$ cat src/verilog/ssp_params.svh
// bit positions, reset values and divider counts of the serial port
// included by the port, package and rate generator files; definitions only
`ifndef SSP_PARAMS_SVH
`define SSP_PARAMS_SVH
// control register one fields
`define SSP_C1_WCOL 7
`define SSP_C1_OVF 6
`define SSP_C1_EN 5
`define SSP_C1_CKP 4
`define SSP_C1_MODE_HI 3
`define SSP_C1_MODE_LO 0
// status register fields
`define SSP_ST_SMP 7
`define SSP_ST_CKE 6
`define SSP_ST_BF 0
// reset values
`define SSP_C1_RESET 8'h00
`define SSP_ST_RESET 2'h0
`define SSP_RELOAD_RESET 8'h00
`define SSP_DBUF_RESET 8'h00
// role and rate encodings of control register one bits 3:0
`define SSP_MODE_M_DIV4 4'h0
`define SSP_MODE_M_DIV16 4'h1
`define SSP_MODE_M_DIV64 4'h2
`define SSP_MODE_S_SS 4'h4
`define SSP_MODE_S_NOSS 4'h5
`define SSP_MODE_M_RELOAD 4'hA
// half periods of the master clock in system clocks
`define SSP_HALF_W 10
`define SSP_HALF_DIV4 10'h002
`define SSP_HALF_DIV16 10'h008
`define SSP_HALF_DIV64 10'h020
// clock edges in one byte transfer
`define SSP_EDGES_PER_BYTE 5'h10
`endif

$ cat src/verilog/ssp_pkg.sv
// types shared by the serial port modules
// needs ssp_params.svh on the include path
`default_nettype none
`include "ssp_params.svh"
package ssp_pkg;
	typedef enum logic {SSP_PH_IDLE, SSP_PH_SHIFT} ssp_phase_e;

	// rate generator state
	typedef struct packed {
		logic [`SSP_HALF_W-1:0] cnt;
		logic tick;
	} ssp_rate_s;

	// two-entry receive buffer state
	typedef struct packed {
		logic [1:0][7:0] mem;
		logic wr;
		logic rd;
		logic [1:0] cnt;
	} ssp_fifo_s;

	// serial port core state
	typedef struct packed {
		logic [7:0] ctrl1;
		logic [1:0] stat_hi;
		logic [7:0] reload;
		logic [7:0] dbuf;
		logic bf;
		logic [7:0] shreg;
		logic samp;
		logic [4:0] edges;
		ssp_phase_e phase;
		logic pend;
		logic done;
		logic push;
		logic [7:0] push_data;
		logic [1:0] sck_sy;
		logic [1:0] sdi_sy;
		logic [1:0] ss_sy;
		logic sck_prev;
		logic sck_out;
		logic sck_oe;
		logic sdo;
		logic sdo_oe;
	} ssp_core_s;
endpackage : ssp_pkg
`default_nettype wire

$ cat src/verilog/ssp_spi_port.sv
// serial port in spi mode: control, status, data buffer and shifter
// software side is plain strobes; pins arrive unsynchronised
//
// Overview of operation
// complete received byte moves to the data buffer and sets the done flag
// data buffer write loads buffer and shift register together
// status bits 5:0 read only, bits 7:6 read and write
// control register one fully readable and writable
// configuration is control one bits 5:0 plus status bits 7:6
// master drives sck from its own generated clock
// slave takes sck as input from the external master
// clock polarity sets the idle level of sck
// sample phase picks middle or end of data output time; a slave ignores it and always samples mid bit
// clock edge picks which sck edge changes output data
// rate selection matters only in master mode
// slave select option gates slave transfers only
// port stays inactive while port enable is clear
// software clears enable, rewrites controls, then sets enable
// port enable hands sdi, sdo, sck and ss pins to the port
// software sets the sdi direction bit to make it an input
// software clears the sdo direction bit so it is driven
// sck direction cleared as master, set as slave; ss set
// a direction bit of opposite value suppresses that pin function; the sdi direction bit is not used, sdi is always sampled
// rate reload register sets the generator in one master mode
// shift register reachable only through the data buffer
// eight bits per transfer, msb first, one bit each way per sck cycle
`timescale 1ns/1ps
`default_nettype none
`include "ssp_params.svh"
module ssp_spi_port (
	input wire logic clk,
	input wire logic rst_n,
	input wire logic ctrl1_wr,
	input wire logic [7:0] ctrl1_wdata,
	input wire logic stat_wr,
	input wire logic [7:0] stat_wdata,
	input wire logic reload_wr,
	input wire logic [7:0] reload_wdata,
	input wire logic dbuf_wr,
	input wire logic [7:0] dbuf_wdata,
	input wire logic dbuf_rd,
	input wire logic done_clr,
	input wire logic dir_sdi,
	input wire logic dir_sdo,
	input wire logic dir_sck,
	input wire logic dir_ss,
	input wire logic sck_in,
	input wire logic sdi_in,
	input wire logic ss_n_in,
	output logic [7:0] ctrl1_rdata,
	output logic [7:0] stat_rdata,
	output logic [7:0] reload_rdata,
	output logic [7:0] dbuf_rdata,
	output logic spi_done_flag,
	output logic sck_out,
	output logic sck_oe,
	output logic sdo_out,
	output logic sdo_oe
);
	ssp_pkg::ssp_core_s s_r;
	ssp_pkg::ssp_core_s s_nxt;
	logic en;
	logic [3:0] mode;
	logic master;
	logic ckp;
	logic cke;
	logic smp_eff;
	logic ss_ok;
	logic ev;
	logic [4:0] k;
	logic odd;
	logic last;
	logic shift_now;
	logic samp_now;
	logic bit_in;
	logic busy;
	logic [7:0] shifted;
	logic [`SSP_HALF_W-1:0] half;
	logic rate_tick;
	logic fifo_in_ready;
	logic fifo_out_valid;
	logic fifo_out_ready;
	logic [7:0] fifo_out_data;

	// decoded configuration
	assign en = s_r.ctrl1[`SSP_C1_EN];
	assign mode = s_r.ctrl1[`SSP_C1_MODE_HI:`SSP_C1_MODE_LO];
	assign master = (mode != `SSP_MODE_S_SS) && (mode != `SSP_MODE_S_NOSS);
	assign ckp = s_r.ctrl1[`SSP_C1_CKP];
	assign cke = s_r.stat_hi[0];
	// slaves always sample mid bit; end sampling needs a master's timing
	assign smp_eff = master & s_r.stat_hi[1];
	// ss only gates with ss enabled; if the pin is not an input the slave is never selected
	assign ss_ok = (mode != `SSP_MODE_S_SS) || (!s_r.ss_sy[1] && dir_ss);

	// master half period; the rate choice is ignored in slave roles
	always_comb begin
		case (mode)
			`SSP_MODE_M_DIV16: half = `SSP_HALF_DIV16;
			`SSP_MODE_M_DIV64: half = `SSP_HALF_DIV64;
			// reload value sets sck to clk / (4 * (reload + 1))
			`SSP_MODE_M_RELOAD: half = {1'b0, s_r.reload, 1'b0} + `SSP_HALF_DIV4;
			default: half = `SSP_HALF_DIV4;
		endcase
	end

	ssp_rate_gen u_rate (
		.clk(clk),
		.rst_n(rst_n),
		.run(en && master && (s_r.phase == ssp_pkg::SSP_PH_SHIFT)),
		.half(half),
		.tick(rate_tick)
	);

	// clock edge events: own ticks as master, synced sck changes as slave
	assign ev = master ? rate_tick :
		(en && dir_sck && ss_ok && (s_r.sck_sy[1] != s_r.sck_prev));
	assign k = s_r.edges + 5'h01;
	assign odd = k[0];
	assign last = (k == `SSP_EDGES_PER_BYTE);
	// edge placement of shifting and sampling per clock edge and phase
	// k counts the sck edges of one byte, 1 to 16:
	//   clock edge set, sample mid: sample on odd k, shift on even k
	//   clock edge set, sample end: sample and shift together on even k
	//   clock edge clear, sample mid: sample on even k, shift on odd k from 3 and on k 16
	//   clock edge clear, sample end: sample with every shift
	// the first leading edge never shifts because the msb already sits on sdo
	// the shift on k 16 pulls the last sampled bit into the finished byte
	// a slave only samples mid bit: sdi reaches it two clocks late through the
	// synchroniser, so end sampling would catch the partner's next bit instead
	assign shift_now = cke ? !odd : ((odd && (k != 5'h01)) || last);
	assign samp_now = cke ? (smp_eff ? !odd : odd) :
		(smp_eff ? ((odd && (k != 5'h01)) || last) : !odd);
	assign bit_in = samp_now ? s_r.sdi_sy[1] : s_r.samp;
	assign shifted = {s_r.shreg[6:0], bit_in};
	assign busy = s_r.pend || (s_r.phase == ssp_pkg::SSP_PH_SHIFT) || (s_r.edges != 5'h00);
	assign fifo_out_ready = en && !s_r.bf;

	ssp_rx_fifo u_fifo (
		.clk(clk),
		.rst_n(rst_n),
		.flush(!en),
		.in_valid(s_r.push),
		.in_data(s_r.push_data),
		.in_ready(fifo_in_ready),
		.out_valid(fifo_out_valid),
		.out_ready(fifo_out_ready),
		.out_data(fifo_out_data)
	);

	// whole next state of the port
	always_comb begin
		s_nxt = s_r;
		s_nxt.push = 1'b0;
		// pin synchronisers; stage 0 feeds stage 1 only
		s_nxt.sck_sy = {s_r.sck_sy[0], sck_in};
		s_nxt.sdi_sy = {s_r.sdi_sy[0], sdi_in};
		s_nxt.ss_sy = {s_r.ss_sy[0], ss_n_in};
		s_nxt.sck_prev = s_r.sck_sy[1];
		// software writes
		if (ctrl1_wr) begin
			s_nxt.ctrl1 = ctrl1_wdata;
		end
		if (stat_wr) begin
			s_nxt.stat_hi = stat_wdata[`SSP_ST_SMP:`SSP_ST_CKE];
		end
		if (reload_wr) begin
			s_nxt.reload = reload_wdata;
		end
		// write goes to buffer and shifter at once; a write while busy collides
		if (dbuf_wr && en) begin
			if (busy) begin
				s_nxt.ctrl1[`SSP_C1_WCOL] = 1'b1;
			end else begin
				s_nxt.dbuf = dbuf_wdata;
				s_nxt.shreg = dbuf_wdata;
				s_nxt.pend = master;
			end
		end
		// master waits for buffer room so a finished byte is never dropped
		if (s_r.pend && fifo_in_ready && !s_r.push) begin
			s_nxt.pend = 1'b0;
			s_nxt.phase = ssp_pkg::SSP_PH_SHIFT;
		end
		// slave with ss gating: a raised ss aborts the partial byte
		if (!master && !ss_ok) begin
			s_nxt.edges = 5'h00;
		end
		if (ev) begin
			if (samp_now) begin
				s_nxt.samp = s_r.sdi_sy[1];
			end
			if (shift_now) begin
				s_nxt.shreg = shifted;
			end
			if (master) begin
				s_nxt.sck_out = ~s_r.sck_out;
			end
			s_nxt.edges = k;
			if (!master) begin
				s_nxt.phase = ssp_pkg::SSP_PH_SHIFT;
			end
			// byte complete: hand it to the receive buffer, raise the flag
			if (last) begin
				s_nxt.edges = 5'h00;
				s_nxt.phase = ssp_pkg::SSP_PH_IDLE;
				s_nxt.push = 1'b1;
				s_nxt.push_data = shifted;
			end
		end
		// a slave byte arriving with the buffer full is lost and flagged
		if (s_r.push && !fifo_in_ready) begin
			s_nxt.ctrl1[`SSP_C1_OVF] = 1'b1;
		end
		// buffer readout; a read frees the buffer for the next byte
		if (dbuf_rd) begin
			s_nxt.bf = 1'b0;
		end
		if (fifo_out_valid && fifo_out_ready) begin
			s_nxt.dbuf = fifo_out_data;
			s_nxt.bf = 1'b1;
		end
		// done flag: a new byte wins over a clear in the same cycle
		if (done_clr) begin
			s_nxt.done = 1'b0;
		end
		if (s_r.push && fifo_in_ready) begin
			s_nxt.done = 1'b1;
		end
		// idle sck level follows polarity while no transfer runs
		if (s_nxt.phase == ssp_pkg::SSP_PH_IDLE || !master) begin
			s_nxt.sck_out = s_nxt.ctrl1[`SSP_C1_CKP];
		end
		// disabled port holds the engine in reset
		if (!s_nxt.ctrl1[`SSP_C1_EN]) begin
			s_nxt.edges = 5'h00;
			s_nxt.phase = ssp_pkg::SSP_PH_IDLE;
			s_nxt.pend = 1'b0;
			s_nxt.bf = 1'b0;
			s_nxt.samp = 1'b0;
		end
		// pin ownership: enable claims the pins, direction bits veto drive
		s_nxt.sdo = s_nxt.shreg[7];
		s_nxt.sck_oe = s_nxt.ctrl1[`SSP_C1_EN] && master && !dir_sck;
		s_nxt.sdo_oe = s_nxt.ctrl1[`SSP_C1_EN] && !dir_sdo && (master || ss_ok);
	end

	always_ff @(posedge clk or negedge rst_n) begin
		if (!rst_n) begin
			s_r <= '0;
			s_r.ctrl1 <= `SSP_C1_RESET;
			s_r.stat_hi <= `SSP_ST_RESET;
			s_r.reload <= `SSP_RELOAD_RESET;
			s_r.dbuf <= `SSP_DBUF_RESET;
			s_r.phase <= ssp_pkg::SSP_PH_IDLE;
		end else begin
			s_r <= s_nxt;
		end
	end

	// readback: status low bits only show hardware state
	assign ctrl1_rdata = s_r.ctrl1;
	assign stat_rdata = {s_r.stat_hi, 5'h00, s_r.bf};
	assign reload_rdata = s_r.reload;
	assign dbuf_rdata = s_r.dbuf;
	assign spi_done_flag = s_r.done;
	assign sck_out = s_r.sck_out;
	assign sck_oe = s_r.sck_oe;
	assign sdo_out = s_r.sdo;
	assign sdo_oe = s_r.sdo_oe;
endmodule : ssp_spi_port
`default_nettype wire

$ cat src/verilog/ssp_rate_gen.sv
// master clock rate generator: one tick every half period
// half is held steady by the caller while run is high
`timescale 1ns/1ps
`default_nettype none
`include "ssp_params.svh"
module ssp_rate_gen (
	input wire logic clk,
	input wire logic rst_n,
	input wire logic run,
	input wire logic [`SSP_HALF_W-1:0] half,
	output logic tick
);
	ssp_pkg::ssp_rate_s s_r;
	ssp_pkg::ssp_rate_s s_nxt;

	// count to half, tick registered so it lines up with the count wrap
	always_comb begin
		s_nxt = s_r;
		s_nxt.tick = 1'b0;
		if (!run) begin
			s_nxt.cnt = '0;
		end else if (s_r.cnt >= half - `SSP_HALF_W'(1)) begin
			s_nxt.cnt = '0;
			s_nxt.tick = 1'b1;
		end else begin
			s_nxt.cnt = s_r.cnt + `SSP_HALF_W'(1);
		end
	end

	always_ff @(posedge clk or negedge rst_n) begin
		if (!rst_n) begin
			s_r <= '0;
		end else begin
			s_r <= s_nxt;
		end
	end

	assign tick = s_r.tick;
endmodule : ssp_rate_gen
`default_nettype wire

$ cat src/verilog/ssp_rx_fifo.sv
// two-entry receive buffer between the shifter and the data buffer
// writer must hold off while in_ready is low; flush empties it
`timescale 1ns/1ps
`default_nettype none
module ssp_rx_fifo (
	input wire logic clk,
	input wire logic rst_n,
	input wire logic flush,
	input wire logic in_valid,
	input wire logic [7:0] in_data,
	output logic in_ready,
	output logic out_valid,
	input wire logic out_ready,
	output logic [7:0] out_data
);
	ssp_pkg::ssp_fifo_s s_r;
	ssp_pkg::ssp_fifo_s s_nxt;
	logic do_wr;
	logic do_rd;

	assign in_ready = (s_r.cnt != 2'h2);
	assign out_valid = (s_r.cnt != 2'h0);
	assign out_data = s_r.mem[s_r.rd];
	assign do_wr = in_valid && in_ready;
	assign do_rd = out_valid && out_ready;

	// pointer and count update; simultaneous push and pop keeps count
	always_comb begin
		s_nxt = s_r;
		if (do_wr) begin
			s_nxt.mem[s_r.wr] = in_data;
			s_nxt.wr = ~s_r.wr;
		end
		if (do_rd) begin
			s_nxt.rd = ~s_r.rd;
		end
		if (do_wr && !do_rd) begin
			s_nxt.cnt = s_r.cnt + 2'h1;
		end else if (do_rd && !do_wr) begin
			s_nxt.cnt = s_r.cnt - 2'h1;
		end
		if (flush) begin
			s_nxt.wr = 1'b0;
			s_nxt.rd = 1'b0;
			s_nxt.cnt = 2'h0;
		end
	end

	always_ff @(posedge clk or negedge rst_n) begin
		if (!rst_n) begin
			s_r <= '0;
		end else begin
			s_r <= s_nxt;
		end
	end
endmodule : ssp_rx_fifo
`default_nettype wire

$ cat config.mk
export PLATFORM = sky130hd
export DESIGN_NAME = ssp_spi_port
export DESIGN_NICKNAME = d
export VERILOG_FILES = /design/src/verilog/ssp_pkg.sv /design/src/verilog/ssp_spi_port.sv /design/src/verilog/ssp_rate_gen.sv /design/src/verilog/ssp_rx_fifo.sv
export VERILOG_INCLUDE_DIRS = /design/src /design/src/verilog
export SDC_FILE = /design/constraint.sdc
export NUM_CORES = 1
export LEC_CHECK = 0
export CAP_MARGIN = 10
export CORE_ASPECT_RATIO = 2
export CORE_MARGIN = 4
export CORE_UTILIZATION = 55
export DETAILED_ROUTE_END_ITERATION = 16
export DONT_BUFFER_PORTS = 1
export PLACE_DENSITY = 0.7
export SLEW_MARGIN = 30
export SYNTH_ARGS = -nofsm -noshare
export SYNTH_HDL_FRONTEND = slang
export SYNTH_SLANG_ARGS = --single-unit
export TNS_END_PERCENT = 30
$ cat constraint.sdc
create_clock -name clk -period 3.5 [get_ports clk]
set_clock_uncertainty 0.1 [all_clocks]
set_input_delay 0.525 -clock clk [delete_from_list [all_inputs] [get_ports clk]]
set_output_delay 0.525 -clock clk [all_outputs]
set_load 0.1 [all_outputs]
==> out/results.tsv, run 1 <==
metric	value	unit
portBuffers	0	
grt.total_usage	22.03	%
grt_pass1_wl	17740	µm
crit_arrival	3510	ps
via_per_inst	5.939	
crit_path_max_incr_delay	400	ps
slowest_stage	or3b_4	
grt-ovfl-total	0	
layout.cell_area.non_filler	0.005473	mm²
hpwl	8180	µm
rsz0062_at_grt	true	
finalNonFillerCells	586	
ctsLongestPathBuffers	2	
layout_common_cells	dfrtp_1 (94), nand2_1 (48), mux2_2 (42), buf_4 (30), o21ai_0 (26)	
areaGrowthSynthToFinish	9.597	%
fp.dieH	142.8	µm
fill_cells	767	
rows	49	
cts_max_level	3	
cp.depth	15	
r2r_slack	170	ps
finalSetupTns	0	ps
critical_path.cell_chain	or3b_4 > a21boi_4 > nor2_2 > ha_2 > inv_1 > a211oi_2 > nand2_1 > xnor2_1 > ha_1 > a21o_1 > a21o_1 > a221oi_2 > o211ai_1 > buf_4 > nor2_2	
pin_count	84	
worst-path-max-fanout	5	
clock_sinks	94	
core	0.008951	mm²
synthCells	476	
drv_slew	0	
synth_edf_count	0	
clkTransAtPathRegs	70	ps
p_int	0.001900	W
cp-end-kind	flip-flop	
syn-cell-area	0.004994	mm²
dpl_cell_area	0.005047	mm²
worstMarginPinSlew	959.0	ps
cp-startpoint	ctrl1_rdata[1]	
grt_pass1_vias	3654	
cts_tree	done	
drt_iter0_markers	133	
cts_buffers	9	
p_leak	2.476	nW
gp_congestion	0.8461	
power.switching	0.001111	W
synth_seq_cells	94	
p_per_area	550.2	mW/mm²
status	finished, violations left	
drive_gt1_share	22.73	%
antenna_found_initial	0	
period_minus_slack	3326	ps
synth_area_per_cell	10.49	µm²
ys_types	53	
synthArstFlopShare	100.0	%
grt_max_degree	95	
drt_pass1_iterations	4	
worstSetupEndpoint	u_rate.s_r[5]	
sw_frac_of_total	36.91	%
max-vdd-ir-drop	341.3	µV
yosys.area.top_type_share	47.11	%
start_kind	flip-flop	
clk_latency	340	ps
yosys.area.top_type	dfrtp_1	
required	3680	ps
pwr-share-comb	16.3	%
critical-path-top-delay-family	compound AO/OA/AOI/OAI gates	
die_x	75.38	µm
cap_viol_max_count	0	
finalSetupViolations	0	
root_buffer	clkbuf_16	
yosys-top-cells-area	dfrtp_1 (47%), mux2_2 (9.5%), buf_4 (4.8%), ha_1 (3.8%), nand2_1 (3.6%)	
ant_nets	0	
path_buf_inv	2	
start_util	55.79	%
diodes	0	
clkPwrFrac	34.0	%
nets	541	
placed_cells	565	
p_total	0.003011	W
seq_area_frac_synth	47.11	%
min_path_type	in -> async	
die_area	0.01076	mm²
wire_per_inst	19.08	µm
violations	hold timing	
ys.flop_type	dfrtp_1	
yosys_warnings	0	
finalWirelength	11180	µm
fin_hold_ws	-36.73	ps
reg2regPathDepth	15	
critPathKind	reg -> reg	
r2r-start	ctrl1_rdata[1]	
final_common_cell	dfrtp_1	
fmax	300.7	MHz
period_share	95.03	%
vias	3480	
drc	0	
report.final.hold_viol_count	14	
reg2reg_to	u_rate.s_r[5]	
seqPwrFrac	49.7	%
slew_headroom	36.06	%
cells in the mapped netlist, types with 5 or more instances:
library cell  number
dfrtp_1           94
nand2_1           48
mux2_2            42
buf_4             32
nor2_1            30
o21ai_0           26
inv_1             23
ha_1              15
a211oi_1          14
nand3_1           14
a31oi_1           12
nor2b_1           12
xnor2_1           11
mux2i_1           10
a21oi_1            9
clkbuf_1           9
xor2_1             9
nand2b_1           5
nand4_1            5
state kept, by name, indices dropped and copies added, names as in the netlist:
signal,cells
u_rate.s_r,10
s_nxt,4
u_rate.tick,1
sdo_out,1
spi_done_flag,1
s_r,27
ctrl1_rdata,8
sck_out,1
reload_rdata,8
stat_rdata,3
dbuf_rdata,8
sdo_oe,1
sck_oe,1
u_fifo.s_r,20
layout make-up:
cell class / instances / area, µm² / area share (%)
timing repair buffer: 31 / 252.7 / 4.618
multi-input combinational: 320 / 2340 / 42.75
clock buffer: 10 / 239.0 / 4.367
sequential: 94 / 2352 / 42.98
inverter: 23 / 86.33 / 1.578
tap: 102 / 127.6 / 2.332
clock inverter: 6 / 75.07 / 1.372
metrics by stage:
step | utilization [%] | worst slack [ps] | hold WS, ps
final | 61.14 | 174.1 | -36.73
after CTS | 60.26 | 56.27 | 20.28
after detailed placement | 56.39 | 8.275 | 132.5
after floorplan | - | 31.28 | 129.4
after global placement | 56.39 | 89.68 | 131.6
after global routing | 61.14 | -44.60 | 28.58
kinds of logic after synthesis:
| logic type | Yosys count | share of synthesized area (%) |
|---|---|---|
| compound gates | 94 | 13.43 |
| xor+xnor | 20 | 3.508 |
| fa+ha+maj | 15 | 3.758 |
| buf+inv | 66 | 7.417 |
| flops | 94 | 47.11 |
| mux | 52 | 11.48 |
| other cells | 1 | 0.07510 |
| simple gates | 134 | 13.23 |
what timing repair did:
| item | CTS | global route |
|---|---|---|
| setup buffers | 0 | 3 |
| resized for setup | 1 | 17 |
| pin swaps | 0 | 11 |
| endpoints found under the hold margin | 94 | 0 |
| hold buffers | 1 | 0 |
| gates cloned | 0 | 1 |
| setup endpoints to repair | 4 | 11 |
per-layer routing:
layer	vias up	global-route usage, %	part of all wire (%)
met4	0	12.53	4.5
met1	1693	22.73	35
li1	1645	-	-
met2	106	38.90	56
met3	36	5.215	4.6
met5	-	0	0
worst min-delay path by stage:
stage                                  to  startpoint  slack, ps
after CTS                   u_rate.s_r[3]       rst_n         20
after floorplan            ctrl1_rdata[0]       rst_n        130
after global routing      reload_rdata[7]       rst_n         30
after global placement    reload_rdata[4]       rst_n        130
after detailed placement  reload_rdata[4]       rst_n        130
final                     reload_rdata[7]       rst_n        -40
power groups by stage:
stage / Combinational (W) / Sequential [W] / Clock, W
2_1_floorplan: 0.000643 / 0.00129 / 0
3_3_place_gp: 0.000441 / 0.00151 / 0
3_5_place_dp: 0.000451 / 0.00152 / 0
4_1_cts: 0.000477 / 0.00150 / 0.00104
5_1_grt: 0.000531 / 0.00151 / 0.00109
6_report: 0.000490 / 0.00150 / 0.00102
Power figures use the tool's default switching activity.
==> run 2, diff against run 1 <==
--- a/config.mk
+++ b/config.mk
@@ -13,6 +13,7 @@
 export DETAILED_ROUTE_END_ITERATION = 16
 export DONT_BUFFER_PORTS = 1
 export PLACE_DENSITY = 0.7
+export SETUP_SLACK_MARGIN = 0.4
 export SLEW_MARGIN = 30
 export SYNTH_ARGS = -nofsm -noshare
 export SYNTH_HDL_FRONTEND = slang
==> out/results.tsv, run 2 (same netlist as run 1, synthesis figures left out) <==
metric	value	unit	change
status	finished, violations left		unchanged
violations	hold timing		unchanged
start_kind	flip-flop		unchanged
critical_path.cell_chain	or3b_4 > a21boi_1 > nor2_1 > ha_2 > inv_2 > a211oi_4 > nand2_2 > xnor2_2 > ha_1 > a21o_1 > a21o_1 > a221oi_2 > o211ai_1 > buf_4 > nor2_1		was or3b_4 > a21boi_4 > nor2_2 > ha_2 > inv_1 > a211oi_2 > nand2_1 > xnor2_1 > ha_1 > a21o_1 > a21o_1 > a221oi_2 > o211ai_1 > buf_4 > nor2_2
finalWirelength	10870	µm	was 11,180 µm
final_util	60.86	%	was 61.14%
period_minus_slack	3341	ps	was 3326 ps
layout.cell_area.non_filler	0.005448	mm²	was 0.005473 mm²
p_per_area	559.5	mW/mm²	was 550.2 mW/mm²
clock_sinks	94		unchanged
wire_per_inst	18.68	µm	was 19.08 µm
drc	0		unchanged
areaGrowthSynthToFinish	9.095	%	was 9.597%
drive_gt1_share	21.92	%	was 22.73%
crit_arrival	3510	ps	about the same
layout_common_cells	dfrtp_1 (90), nand2_1 (47), mux2_2 (42), nor2_1 (29), o21ai_0 (26)		was dfrtp_1 (94), nand2_1 (48), mux2_2 (42), buf_4 (30), o21ai_0 (26)
grt-ovfl-total	0		unchanged
critPathKind	reg -> reg		unchanged
clk_latency	340	ps	about the same
grt_pass1_vias	3704		was 3,654
drt_iter0_markers	104		was 133
ant_nets	0		unchanged
global_route.usage.met3	3.805	%	was 5.215%
cp-startpoint	ctrl1_rdata[3]		was ctrl1_rdata[1]
regMostFlops	s_r		unchanged
grt_max_degree	95		unchanged
critical-path-top-delay-family	compound AO/OA/AOI/OAI gates		unchanged
busiest_layer	met2		unchanged
die_area	0.01076	mm²	unchanged
cts_tree	done		unchanged
grt_use_met1	23.03	%	was 22.73%
antenna_found_initial	1		was 0
final_common_cell	dfrtp_1		unchanged
cts_buffers	9		unchanged
min_path_type	in -> async		unchanged
period_share	95.47	%	was 95.03%
worst-path-max-fanout	10		was 5
report.final.hold_viol_count	15		was 14
rows	49		unchanged
fill_cells	730		was 767
max-vdd-ir-drop	436.0	µV	was 341.3 µV
cts_max_level	3		unchanged
via_per_inst	5.912		was 5.939
grt_use_met2	39.95	%	was 38.90%
grt_pass1_wl	17930	µm	was 17,740 µm
fp.dieH	142.8	µm	unchanged
finalSetupViolations	0		unchanged
vias	3441		was 3,480
drt_pass1_iterations	4		unchanged
cp-end-kind	flip-flop		unchanged
p_leak	2.457	nW	was 2.476 nW
dpl_cell_area	0.005037	mm²	was 0.005047 mm²
start_util	55.79	%	unchanged
required	3670	ps	was 3680 ps
crit_path_max_incr_delay	400	ps	about the same
drv_slew	0		unchanged
r2r-start	ctrl1_rdata[3]		was ctrl1_rdata[1]
hpwl	8071	µm	was 8180 µm
fin_hold_ws	-14.09	ps	was -36.73 ps
pin_count	84		unchanged
core	0.008951	mm²	unchanged
gp_congestion	0.9163		was 0.8461
cap_viol_max_count	0		unchanged
slew_headroom	34.83	%	was 36.06%
die_x	75.38	µm	unchanged
fmax	299.3	MHz	was 300.7 MHz
nets	536		was 541
portBuffers	0		unchanged
worstMarginPinSlew	977.6	ps	was 959.0 ps
path_buf_inv	2		unchanged
grt.total_usage	22.02	%	was 22.03%
clkTransAtPathRegs	70	ps	about the same
largest_register_ffs	27		unchanged
ctsLongestPathBuffers	2		unchanged
slowest_stage	dfrtp_2		was or3b_4
top_regs	s_r: 27 flops, u_fifo.s_r: 20 flops, u_rate.s_r: 10 flops		unchanged
rsz0062_at_grt	true		unchanged
root_buffer	clkbuf_16		unchanged
run 2: timing repair:
action,CTS,global route
hold buffers,1,0
setup endpoints to repair,11,11
buffers inserted,1,2
gates resized for setup,1,7
endpoints found under the hold margin,94,0
cloned,0,0
pin swaps,2,1
run 2: final timing paths:
kind / cells after the start / slack (ps) / end
worst max-delay path: 15 / 160 / u_rate.s_r[9]
worst min-delay path: 1 / -10 / reload_rdata[2]
worst max register to register: 15 / 160 / u_rate.s_r[9]
worst min register to register: 0 / 250 / s_r[8]
max in group asynchronous: 1 / 2940 / reload_rdata[5]
min in group clk: 0 / 100 / s_nxt[10]
run 2: per-layer routing:
| layer | up-vias | share of wire, % |
|---|---|---|
| met5 | - | 0 |
| li1 | 1638 | - |
| met1 | 1707 | 35 |
| met3 | 22 | 4.4 |
| met2 | 74 | 57 |
| met4 | 0 | 3.0 |
run 2: report_power, final:
group          internal (W)  total [W]  switching (W)  leakage, nW
Combinational      0.000147   0.000476       0.000329         1.07
Clock              0.000636    0.00107       0.000434        0.162
Sequential          0.00116    0.00150       0.000341         1.22
run 2: final cells by class:
| type | instances | area, µm² | area share, % |
|---|---|---|---|
| antenna | 1 | 2.502 | 0.04593 |
| clock buffer | 9 | 225.2 | 4.134 |
| clock inverter | 7 | 102.6 | 1.883 |
| inverter | 23 | 86.33 | 1.585 |
| multi-input combinational | 320 | 2327 | 42.72 |
| sequential | 94 | 2357 | 43.27 |
| tap | 102 | 127.6 | 2.343 |
| timing repair buffer | 26 | 219.0 | 4.019 |
run 2: stage by stage:
| stage | worst slack, ps | std cells | TNS, ps | power, W |
|---|---|---|---|---|
| 3_3_place_gp | 184.7 | 561 | 0 | 0.001952 |
| 3_5_place_dp | 107.3 | 561 | 0 | 0.001966 |
| 6_report | 158.6 | 582 | 0 | 0.003048 |
| 2_1_floorplan | 262.7 | 480 | 0 | 0.001935 |
| 4_1_cts | 194.9 | 579 | 0 | 0.003067 |
| 5_1_grt | -28.82 | 582 | -78.89 | 0.003170 |
run 2: worst register-to-register path, stage by stage, from the launching register on:
cell,delay (ps)
dfrtp_2,400
or3b_4,390
a21boi_1,140
nor2_1,150
ha_2,220
inv_2,50
a211oi_4,210
nand2_2,100
xnor2_2,150
ha_1,310
a21o_1,170
a21o_1,170
a221oi_2,290
o211ai_1,140
buf_4,190
nor2_1,110
